## src/sfd_pkg.sv

```systemverilog
// package for the start delimiter match block: register map, fields, resets
// assumes nothing beyond a synthesizable tool flow
package sfd_pkg;
  // register indexes (byte-wide registers on the plain register port)
  localparam logic [7:0] ADDR_NET_CFG    = 8'h00;
  localparam logic [7:0] ADDR_THIRD_CFG  = 8'h03;
  localparam logic [7:0] ADDR_PIN_DATA   = 8'h07;
  localparam logic [7:0] ADDR_DLM_LOW    = 8'h08;
  localparam logic [7:0] ADDR_DLM_CENTER = 8'h09;
  localparam logic [7:0] ADDR_DLM_HIGH   = 8'h0A;
  localparam logic [7:0] ADDR_AUX_INT    = 8'h0B;
  localparam logic [7:0] ADDR_AUX_UNMASK = 8'h0C;
  localparam logic [7:0] ADDR_PIN_CTRL   = 8'h1E;
  localparam logic [7:0] ADDR_CRC_OUT    = 8'h20;
  // reset values
  localparam logic [7:0] RST_DLM         = 8'h00;
  localparam logic [7:0] RST_ZERO        = 8'h00;
  localparam logic [3:0] RST_AUX_INT     = 4'h4;
  // field positions
  localparam int NET_SEL_LO   = 0;
  localparam int THIRD_PRE_LO = 0;
  localparam int PIN_EDGE_LO  = 3;
  localparam int PIN_TXD_BIT  = 0;
  localparam int CTRL_FN_BIT  = 0;
  localparam int CTRL_EN_BIT  = 1;
  localparam int AUX_USER_BIT = 3;
  // delimiter select codes
  localparam logic [1:0] SEL_NONE = 2'h0;
  localparam logic [1:0] SEL_8    = 2'h1;
  localparam logic [1:0] SEL_16   = 2'h2;
  localparam logic [1:0] SEL_24   = 2'h3;
  // fifo
  localparam int FIFO_WIDTH = 2;
  localparam int FIFO_DEPTH = 8;
  // preamble counter width (preamble setting counts bits)
  localparam int PRE_W = 8;
endpackage : sfd_pkg

```

## src/sfd_fifo.sv

```systemverilog
// small synchronous fifo with valid/ready on both sides
// assumes one clock and a synchronous active-high reset
`timescale 1ns/100ps
`default_nettype none
module sfd_fifo #(
  parameter int WIDTH = 2,
  parameter int DEPTH = 8
) (
  // clock and reset
  input  wire logic             i_clk,
  input  wire logic             i_rst,
  // fill side
  input  wire logic             i_in_valid,
  output logic                  o_in_ready,
  input  wire logic [WIDTH-1:0] i_in_data,
  // drain side
  output logic                  o_out_valid,
  input  wire logic             i_out_ready,
  output logic [WIDTH-1:0]      o_out_data
);
  localparam int AW = $clog2(DEPTH);
  logic [WIDTH-1:0] mem_q [DEPTH];
  logic [AW-1:0]    wr_q;
  logic [AW-1:0]    rd_q;
  logic [AW:0]      cnt_q;
  wire              push = i_in_valid && o_in_ready;
  wire              pop  = o_out_valid && i_out_ready;

  assign o_in_ready  = (cnt_q != (AW+1)'(DEPTH));
  assign o_out_valid = (cnt_q != '0);
  assign o_out_data  = mem_q[rd_q];

  always_ff @(posedge i_clk) begin
    if (push) begin
      mem_q[wr_q] <= i_in_data;
    end
  end

  always_ff @(posedge i_clk) begin
    if (i_rst) begin
      wr_q  <= '0;
      rd_q  <= '0;
      cnt_q <= '0;
    end else begin
      if (push) begin
        wr_q <= (wr_q == AW'(DEPTH-1)) ? '0 : wr_q + 1'b1;
      end
      if (pop) begin
        rd_q <= (rd_q == AW'(DEPTH-1)) ? '0 : rd_q + 1'b1;
      end
      cnt_q <= cnt_q + (AW+1)'(push) - (AW+1)'(pop);
    end
  end
endmodule : sfd_fifo
`default_nettype wire

```

## src/sfd_match.sv

```systemverilog
// serial delimiter comparator: shift register of recent bits and masked compare
// assumes one bit per valid strobe, first medium bit shifted in first
`timescale 1ns/100ps
`default_nettype none
module sfd_match
  import sfd_pkg::*;
(
  // clock and reset
  input  wire logic        i_clk,
  input  wire logic        i_rst,
  // bit stream
  input  wire logic        i_start,
  input  wire logic        i_bit_valid,
  input  wire logic        i_bit,
  // configuration
  input  wire logic [23:0] i_pattern,
  input  wire logic [1:0]  i_sel,
  input  wire logic [7:0]  i_pre_len,
  // result
  output logic             o_crc_start
);
  // number of delimiter bits in use for a select code
  function automatic logic [4:0] sel_len(input logic [1:0] s);
    case (s)
      SEL_8:   sel_len = 5'd8;
      SEL_16:  sel_len = 5'd16;
      SEL_24:  sel_len = 5'd24;
      default: sel_len = 5'd0;
    endcase
  endfunction

  logic [23:0]      hist_q;
  logic [PRE_W-1:0] pre_q;
  logic             done_q;
  logic [4:0]       seen_q;
  wire  [4:0]       len      = sel_len(i_sel);
  wire  [23:0]      hist_d   = {i_bit, hist_q[23:1]};
  // after len bits the first bit sits at index 24-len; align pattern bit 0 there
  wire  [23:0]      aligned  = hist_d >> (5'd24 - len);
  wire  [23:0]      mask     = (len == 5'd0) ? 24'h000000 : (24'hFFFFFF >> (5'd24 - len));
  wire              pre_done = (pre_q >= i_pre_len);
  wire              dlm_hit  = ((aligned & mask) == (i_pattern & mask));
  wire              seen_ok  = ((seen_q + 5'd1) >= len);
  // delimiter search opens once the preamble length has passed
  wire              hit      = (len == 5'd0) ? pre_done : (pre_done && seen_ok && dlm_hit);

  always_ff @(posedge i_clk) begin
    if (i_rst || i_start) begin
      hist_q      <= '0;
      pre_q       <= '0;
      seen_q      <= '0;
      done_q      <= 1'b0;
      o_crc_start <= 1'b0;
    end else begin
      o_crc_start <= 1'b0;
      if (i_bit_valid && !done_q) begin
        hist_q <= hist_d;
        if (!pre_done) begin
          pre_q <= pre_q + 1'b1;
        end
        if (seen_q != 5'd31) begin
          seen_q <= seen_q + 5'd1;
        end
        if (hit) begin
          done_q      <= 1'b1;
          o_crc_start <= 1'b1;
        end
      end
    end
  end
endmodule : sfd_match
`default_nettype wire

```

## src/sfd_top.sv

```systemverilog
// start delimiter match top: registers, user pin events, tx pin override,
// an rx and a tx delimiter comparator, and a fifo of crc start events
// assumes pins are asynchronous and the register master never waits
//
// Overview of operation
// - three byte registers at 08h, 09h, 0Ah hold the 24-bit delimiter
// - all three delimiter bytes reset to zero
// - delimiter matching on receive and transmit streams marks crc start
// - two-bit select field picks none, part or all of the pattern
// - pattern bit 0 meets the first medium bit, higher bits follow
// - preamble length setting also affects where crc starts
// - writing one to an aux interrupt bit clears it
// - writing zero to an aux interrupt bit leaves it unchanged
// - pending unmasked aux interrupts raise the more-interrupts flag
// - reading the tx override bit returns the live tx data pin level
// - override drives tx pin only when function, enable and card strap high
// - user pin edge selected by two-bit field sets the user event flag
// - each aux unmask bit enables summary of the matching status bit
//
// Decided for this implementation: the address-and-strobe port.
`timescale 1ns/100ps
`default_nettype none
module sfd_top
  import sfd_pkg::*;
(
  // clock and reset
  input  wire logic       I_CLK_SYS,
  input  wire logic       I_RST,
  // register port
  input  wire logic [7:0] i_ADDR,
  input  wire logic [7:0] i_WDATA,
  input  wire logic       i_WR,
  input  wire logic       i_RD,
  output logic [7:0]      o_RDATA,
  // aux interrupt sources from the rest of the transceiver interface
  input  wire logic [2:0] i_AUX_EVENT,
  // summary to the main interrupt register
  output logic            o_MORE_INT,
  // serial streams
  input  wire logic       i_RX_START,
  input  wire logic       i_RX_BIT_VALID,
  input  wire logic       i_RX_BIT,
  input  wire logic       i_TX_START,
  input  wire logic       i_TX_BIT_VALID,
  input  wire logic       i_TX_BIT,
  // crc start events, bit 0 receive, bit 1 transmit
  output logic            o_CRC_VALID,
  input  wire logic       i_CRC_READY,
  output logic [1:0]      o_CRC_START,
  // pins
  input  wire logic       i_USER_PIN,
  input  wire logic       i_CARD_MODE,
  input  wire logic       i_TXD_PIN,
  input  wire logic       i_TXD_CORE,
  output logic            o_TXD_PIN,
  output logic            o_TXD_OE
);
  import sfd_pkg::*;

  ////////////////////////////////////////////////////////////////////////////
  // registers
  logic [7:0] dlm_low_q;
  logic [7:0] dlm_center_q;
  logic [7:0] dlm_high_q;
  logic [7:0] net_cfg_q;
  logic [7:0] third_cfg_q;
  logic [7:0] pin_data_q;
  logic [7:0] pin_ctrl_q;
  logic [3:0] aux_int_q;
  logic [3:0] aux_int_d;
  logic [3:0] aux_unmask_q;
  logic [7:0] rdata_q;

  function automatic logic wr_at(input logic [7:0] a, input logic [7:0] r, input logic w);
    wr_at = w && (a == r);
  endfunction

  wire we_low    = wr_at(i_ADDR, ADDR_DLM_LOW, i_WR);
  wire we_center = wr_at(i_ADDR, ADDR_DLM_CENTER, i_WR);
  wire we_high   = wr_at(i_ADDR, ADDR_DLM_HIGH, i_WR);
  wire we_net    = wr_at(i_ADDR, ADDR_NET_CFG, i_WR);
  wire we_third  = wr_at(i_ADDR, ADDR_THIRD_CFG, i_WR);
  wire we_pin    = wr_at(i_ADDR, ADDR_PIN_DATA, i_WR);
  wire we_ctrl   = wr_at(i_ADDR, ADDR_PIN_CTRL, i_WR);
  wire we_aux    = wr_at(i_ADDR, ADDR_AUX_INT, i_WR);
  wire we_unmask = wr_at(i_ADDR, ADDR_AUX_UNMASK, i_WR);

  always_ff @(posedge I_CLK_SYS) begin
    if (I_RST) begin
      dlm_low_q    <= RST_DLM;
      dlm_center_q <= RST_DLM;
      dlm_high_q   <= RST_DLM;
      net_cfg_q    <= RST_ZERO;
      third_cfg_q  <= RST_ZERO;
      pin_data_q   <= RST_ZERO;
      pin_ctrl_q   <= RST_ZERO;
      aux_unmask_q <= 4'h0;
    end else begin
      if (we_low)    dlm_low_q    <= i_WDATA;
      if (we_center) dlm_center_q <= i_WDATA;
      if (we_high)   dlm_high_q   <= i_WDATA;
      if (we_net)    net_cfg_q    <= i_WDATA;
      if (we_third)  third_cfg_q  <= i_WDATA;
      if (we_pin)    pin_data_q   <= i_WDATA;
      if (we_ctrl)   pin_ctrl_q   <= i_WDATA;
      if (we_unmask) aux_unmask_q <= i_WDATA[3:0];
    end
  end

  ////////////////////////////////////////////////////////////////////////////
  // pin synchronisers and user pin edge detection
  logic [1:0] user_sync_q;
  logic [1:0] txd_sync_q;
  logic [1:0] card_sync_q;
  logic       user_prev_q;

  always_ff @(posedge I_CLK_SYS) begin
    if (I_RST) begin
      user_sync_q <= 2'h0;
      txd_sync_q  <= 2'h0;
      card_sync_q <= 2'h0;
      user_prev_q <= 1'b0;
    end else begin
      user_sync_q <= {user_sync_q[0], i_USER_PIN};
      txd_sync_q  <= {txd_sync_q[0], i_TXD_PIN};
      card_sync_q <= {card_sync_q[0], i_CARD_MODE};
      user_prev_q <= user_sync_q[1];
    end
  end

  wire [1:0] edge_sel  = pin_data_q[PIN_EDGE_LO +: 2];
  wire       rise      = user_sync_q[1] && !user_prev_q;
  wire       fall      = !user_sync_q[1] && user_prev_q;
  wire       user_evt  = (edge_sel[0] && rise) || (edge_sel[1] && fall);

  ////////////////////////////////////////////////////////////////////////////
  // aux interrupt status, write one to clear, a new event wins over the clear
  wire [3:0] aux_set   = {user_evt, i_AUX_EVENT};
  wire [3:0] aux_clr   = we_aux ? i_WDATA[3:0] : 4'h0;

  always_comb begin
    aux_int_d = (aux_int_q & ~aux_clr) | aux_set;
  end

  always_ff @(posedge I_CLK_SYS) begin
    if (I_RST) begin
      aux_int_q <= RST_AUX_INT;
    end else begin
      aux_int_q <= aux_int_d;
    end
  end

  assign o_MORE_INT = |(aux_int_q & aux_unmask_q);

  ////////////////////////////////////////////////////////////////////////////
  // tx data pin override
  wire ovr_on = pin_ctrl_q[CTRL_FN_BIT] && pin_ctrl_q[CTRL_EN_BIT] && card_sync_q[1];
  logic txd_q;
  always_ff @(posedge I_CLK_SYS) begin
    if (I_RST) begin
      txd_q <= 1'b0;
    end else begin
      txd_q <= ovr_on ? pin_data_q[PIN_TXD_BIT] : i_TXD_CORE;
    end
  end
  assign o_TXD_PIN = txd_q;
  assign o_TXD_OE  = 1'b1;

  ////////////////////////////////////////////////////////////////////////////
  // delimiter comparators
  wire [23:0] pattern = {dlm_high_q, dlm_center_q, dlm_low_q};
  wire [1:0]  sel     = net_cfg_q[NET_SEL_LO +: 2];
  wire [7:0]  pre_len = third_cfg_q[THIRD_PRE_LO +: 8];
  wire        rx_hit;
  wire        tx_hit;

  sfd_match u_rx (
    .i_clk       (I_CLK_SYS),
    .i_rst       (I_RST),
    .i_start     (i_RX_START),
    .i_bit_valid (i_RX_BIT_VALID),
    .i_bit       (i_RX_BIT),
    .i_pattern   (pattern),
    .i_sel       (sel),
    .i_pre_len   (pre_len),
    .o_crc_start (rx_hit)
  );

  sfd_match u_tx (
    .i_clk       (I_CLK_SYS),
    .i_rst       (I_RST),
    .i_start     (i_TX_START),
    .i_bit_valid (i_TX_BIT_VALID),
    .i_bit       (i_TX_BIT),
    .i_pattern   (pattern),
    .i_sel       (sel),
    .i_pre_len   (pre_len),
    .o_crc_start (tx_hit)
  );

  // events queue so a stalled crc engine loses none of the first 8; a full fifo drops the event
  wire fifo_in_ready;
  wire fifo_in_valid = rx_hit || tx_hit;

  sfd_fifo #(
    .WIDTH (FIFO_WIDTH),
    .DEPTH (FIFO_DEPTH)
  ) u_fifo (
    .i_clk       (I_CLK_SYS),
    .i_rst       (I_RST),
    .i_in_valid  (fifo_in_valid),
    .o_in_ready  (fifo_in_ready),
    .i_in_data   ({tx_hit, rx_hit}),
    .o_out_valid (o_CRC_VALID),
    .i_out_ready (i_CRC_READY),
    .o_out_data  (o_CRC_START)
  );

  ////////////////////////////////////////////////////////////////////////////
  // read data, one cycle after the read strobe
  logic [7:0] rd_mux;
  always_comb begin
    case (i_ADDR)
      ADDR_DLM_LOW:    rd_mux = dlm_low_q;
      ADDR_DLM_CENTER: rd_mux = dlm_center_q;
      ADDR_DLM_HIGH:   rd_mux = dlm_high_q;
      ADDR_NET_CFG:    rd_mux = net_cfg_q;
      ADDR_THIRD_CFG:  rd_mux = third_cfg_q;
      ADDR_PIN_DATA:   rd_mux = {pin_data_q[7:1], txd_sync_q[1]};
      ADDR_PIN_CTRL:   rd_mux = pin_ctrl_q;
      ADDR_AUX_INT:    rd_mux = {4'h0, aux_int_q};
      ADDR_AUX_UNMASK: rd_mux = {4'h0, aux_unmask_q};
      ADDR_CRC_OUT:    rd_mux = {5'h00, fifo_in_ready, o_CRC_START};
      default:         rd_mux = 8'h00;
    endcase
  end

  always_ff @(posedge I_CLK_SYS) begin
    if (I_RST) begin
      rdata_q <= 8'h00;
    end else begin
      rdata_q <= i_RD ? rd_mux : 8'h00;
    end
  end
  assign o_RDATA = rdata_q;
endmodule : sfd_top
`default_nettype wire

```

## config.mk

```make
export PLATFORM = sky130hd
export DESIGN_NAME = sfd_top
export DESIGN_NICKNAME = d
export VERILOG_FILES = /design/src/sfd_pkg.sv /design/src/sfd_fifo.sv /design/src/sfd_match.sv /design/src/sfd_top.sv
export SDC_FILE = /design/constraint.sdc
export NUM_CORES = 1
export LEC_CHECK = 0
export ABC_AREA = 1
export BUFFER_PORTS_ARGS = -buffer_cell sky130_fd_sc_hd__buf_2
export CORE_MARGIN = 4
export CORE_UTILIZATION = 65
export CTS_CLUSTER_DIAMETER = 200
export DETAILED_ROUTE_END_ITERATION = 16
export PLACE_DENSITY_LB_ADDON = 0.3
export SLEW_MARGIN = 20
export SYNTH_ARGS = -nofsm -noshare
export SYNTH_HDL_FRONTEND = slang
export SYNTH_SLANG_ARGS = --single-unit
```

## constraint.sdc

```tcl
create_clock -name I_CLK_SYS -period 3.04 [get_ports I_CLK_SYS]
set_input_delay 0.152 -clock I_CLK_SYS [delete_from_list [all_inputs] [get_ports I_CLK_SYS]]
set_output_delay 0.152 -clock I_CLK_SYS [all_outputs]
set_load 0.005 [all_outputs]
```

==> results.tsv <==
stage	metric	value	unit
clock_network	numCtsBuffers	17	
route	wl	25200	µm
cells_and_area	layout-drive-gt1-share	8.60	%
clock_network	cts.repair.resized	0	
grt	grt_pass1_wl	40900	µm
setup_path	setup.worst_path.start_class	register	
timing	rsz0062_at_grt	false	
route	drtIter0Drc	1035	
yosys	syn_inst	1348	
setup_path	crit_required	3.43	ns
floorplan	dieArea	0.0166	mm²
floorplan	pin_count	48	
yosys	yosysUniqueCellTypes	44	
clock_network	cts_tree	done	
yosys	seq_area_frac_synth	40.8	%
cells_and_area	n_antenna_cell	0	
route	drc	0	
pwr	power.density	524	mW/mm²
hold_path	whs_path_depth	3	
clock_network	htree_levels	4	
timing	fmax	449	MHz
yosys	ys_warn_count	0	
timing	fin_skew	0.0111	ns
clock_network	path_clk_slew	0.08	ns
timing	tightest_slew	0.649	ns
setup_path	arrival	2.61	ns
grt	grt_pass1_vias	8458	
job	maxCapViolations	0	
cells_and_area	utilization	73.7	%
timing	finalCriticalPeriod	2.23	ns
floorplan	core	0.0141	mm²
floorplan	die_w	129	µm
cells_and_area	final_cell_mix	nand2_1, dfxtp_1, inv_1	
route	antenna_left	0	
setup_path	crit_fanout	4	
route	vias_per_cell	5.80	
route	dr_total_vias	9130	
cells_and_area	nFillCells	1127	
route	drtPass1Iterations	6	
timing	fin_crit_sh	73.3	%
hold_path	hp-class	input pin to register	
cells_and_area	top_regs	u_rx.hist_q (23), u_tx.hist_q (23), u_fifo.mem_q (16)	
cells_and_area	nNetsFinal	1453	
yosys	syn_area_per_cell	7.02	µm²
pwr	p_leak	0.00441	µW
clock_network	post-cts-setup-buffer-count	0	
floorplan	die_h	129	µm
yosys	netlist_area	0.00947	mm²
route	wl_per_cell	16.0	µm
timing	final.setup.tns	0	ns
place	port_buffers	46	
pwr	peakVddDrop	0.581	mV
run_status	status	completed	
grt	antenna_found_initial	0	
timing	final_hold_viol_count	0	
grt	grt.total_usage	30.9	%
setup_path	r2r_setup_slack	0.81	ns
clock_network	clk_latency	0.44	ns
place	placed_cells	1536	
floorplan	start_util	67.2	%
timing	setup_viol	0	
place	place.gp.congestion	1.01	
setup_path	critPathKind	register to register	
pwr	total_power	5440	µW
yosys	ys_ff_latch	185	
clock_network	root_buffer	clkbuf_16	
setup_path	worstRegToRegCells	14	
floorplan	rows	43	
timing	slew_viol_final	0	
cells_and_area	syn_to_final_growth	9.78	%
clock_network	cts_max_path_buffers	2	
yosys	synth_nets	1419	
setup_path	cp-end-kind	register	
cells_and_area	final_cells	1575	
grt	gr-total-overflow	0	
place	hpwl	18000	µm
clock_network	cts_num_sinks	185	
cells_and_area	layout_commonest_cell	nand2_1	
timing	max-slew-margin-rel	56.7	%
grt	grt_max_degree	51	
-- critical path, cell delays in order, from the launching register on --
cell	delay, ns
dfxtp_1	0.34
ha_1	0.24
and3_1	0.19
ha_1	0.32
ha_1	0.33
nand4_1	0.10
nand2_1	0.07
nand2_1	0.05
nor2_1	0.10
nand3_1	0.09
nor2_1	0.10
nand2_1	0.06
nand2_1	0.07
nand2_1	0.07
nand2_1	0.05
-- cell type report --
cell class | count | area [µm²] | area share (%)
inverter | 170 | 639 | 6.15
multi-input combinational | 947 | 4740 | 45.6
timing repair buffer | 61 | 360 | 3.47
clock buffer | 18 | 429 | 4.13
clock inverter | 14 | 131 | 1.26
tap | 180 | 225 | 2.17
sequential | 185 | 3860 | 37.2
-- per-stage QoR --
stage	hold slack, ns	cell area (µm²)	setup WS (ns)
finish	0.0319	10400	0.812
global route	0.0388	10400	0.639
CTS	0.0296	10400	0.815
detailed placement	0.343	9760	0.830
global placement	0.335	9760	0.920
floorplan	0.251	9470	1.05
-- logic make-up (layout without fill, tap and decap cells) --
family | after synthesis | after routing | synth area share (%)
AO/OA/AOI/OAI | 327 | 327 | 18.2
XOR/XNOR | 9 | 9 | 0.833
adder cells (fa/ha/maj) | 37 | 37 | 4.97
buffers and inverters | 216 | 263 | 9.15
flip-flops | 185 | 185 | 40.8
other | 1 | 1 | 0.0396
AND/OR/NAND/NOR | 573 | 573 | 26.0
-- where the power goes --
part / total, µW / switching [µW] / internal [µW]
Sequential: 2640 / 83.8 / 2550
Clock: 2130 / 1040 / 1080
Combinational: 683 / 433 / 250
-- cells in the mapped netlist (all sizes together) --
cell type | instances | area, µm²
nand3b | 1 | 7.51
a21oi | 142 | 711
buf | 21 | 133
nor2 | 142 | 604
and3 | 3 | 18.8
a41oi | 1 | 8.76
a22oi | 2 | 15.0
o22ai | 12 | 75.1
clkbuf | 25 | 93.8
a211oi | 4 | 30.0
a21boi | 2 | 15.0
o21a | 3 | 22.5
edfxtp | 16 | 480
xnor2 | 6 | 52.6
ha | 36 | 450
o211ai | 10 | 75.1
a221oi | 1 | 8.76
nand2 | 312 | 1180
conb | 1 | 3.75
dfxtp | 169 | 3380
o21ai | 146 | 731
nand4 | 8 | 65.1
inv | 169 | 634
o2111ai | 1 | 8.76
clkinv | 1 | 5.00
fa | 1 | 20.0
nor3 | 7 | 40.0
a31oi | 1 | 6.26
xor2 | 3 | 26.3
nand3 | 100 | 541
o211a | 2 | 20.0
-- repair_timing --
| action | CTS | global route |
|---|---|---|
| setup endpoints to repair | 0 | 0 |
| hold buffers | 7 | 0 |
| endpoints found under the hold margin | 7 | 0 |
-- path summary, 6_finish.rpt --
path | startpoint | to
hold / removal | i_WDATA[1] | pin_data_q[1]
hold reg to reg | card_sync_q[0] | card_sync_q[1]
setup reg to reg | u_tx.seen_q[0] | u_tx.done_q
setup / recovery | u_tx.seen_q[0] | u_tx.done_q
-- per-layer routing --
| layer | share of wire (%) | routed length, µm | vias to the layer above | global-route usage [%] |
|---|---|---|---|---|
| li1 | - | - | 4477 | - |
| met1 | 41 | 10400 | 4131 | 39.1 |
| met2 | 46 | 11700 | 417 | 50.0 |
| met3 | 7.3 | 1840 | 105 | 6.23 |
| met4 | 5.0 | 1250 | 0 | 16.3 |
| met5 | 0 | 0 | - | 0 |
No activity file was read; power rests on OpenSTA's default activity.
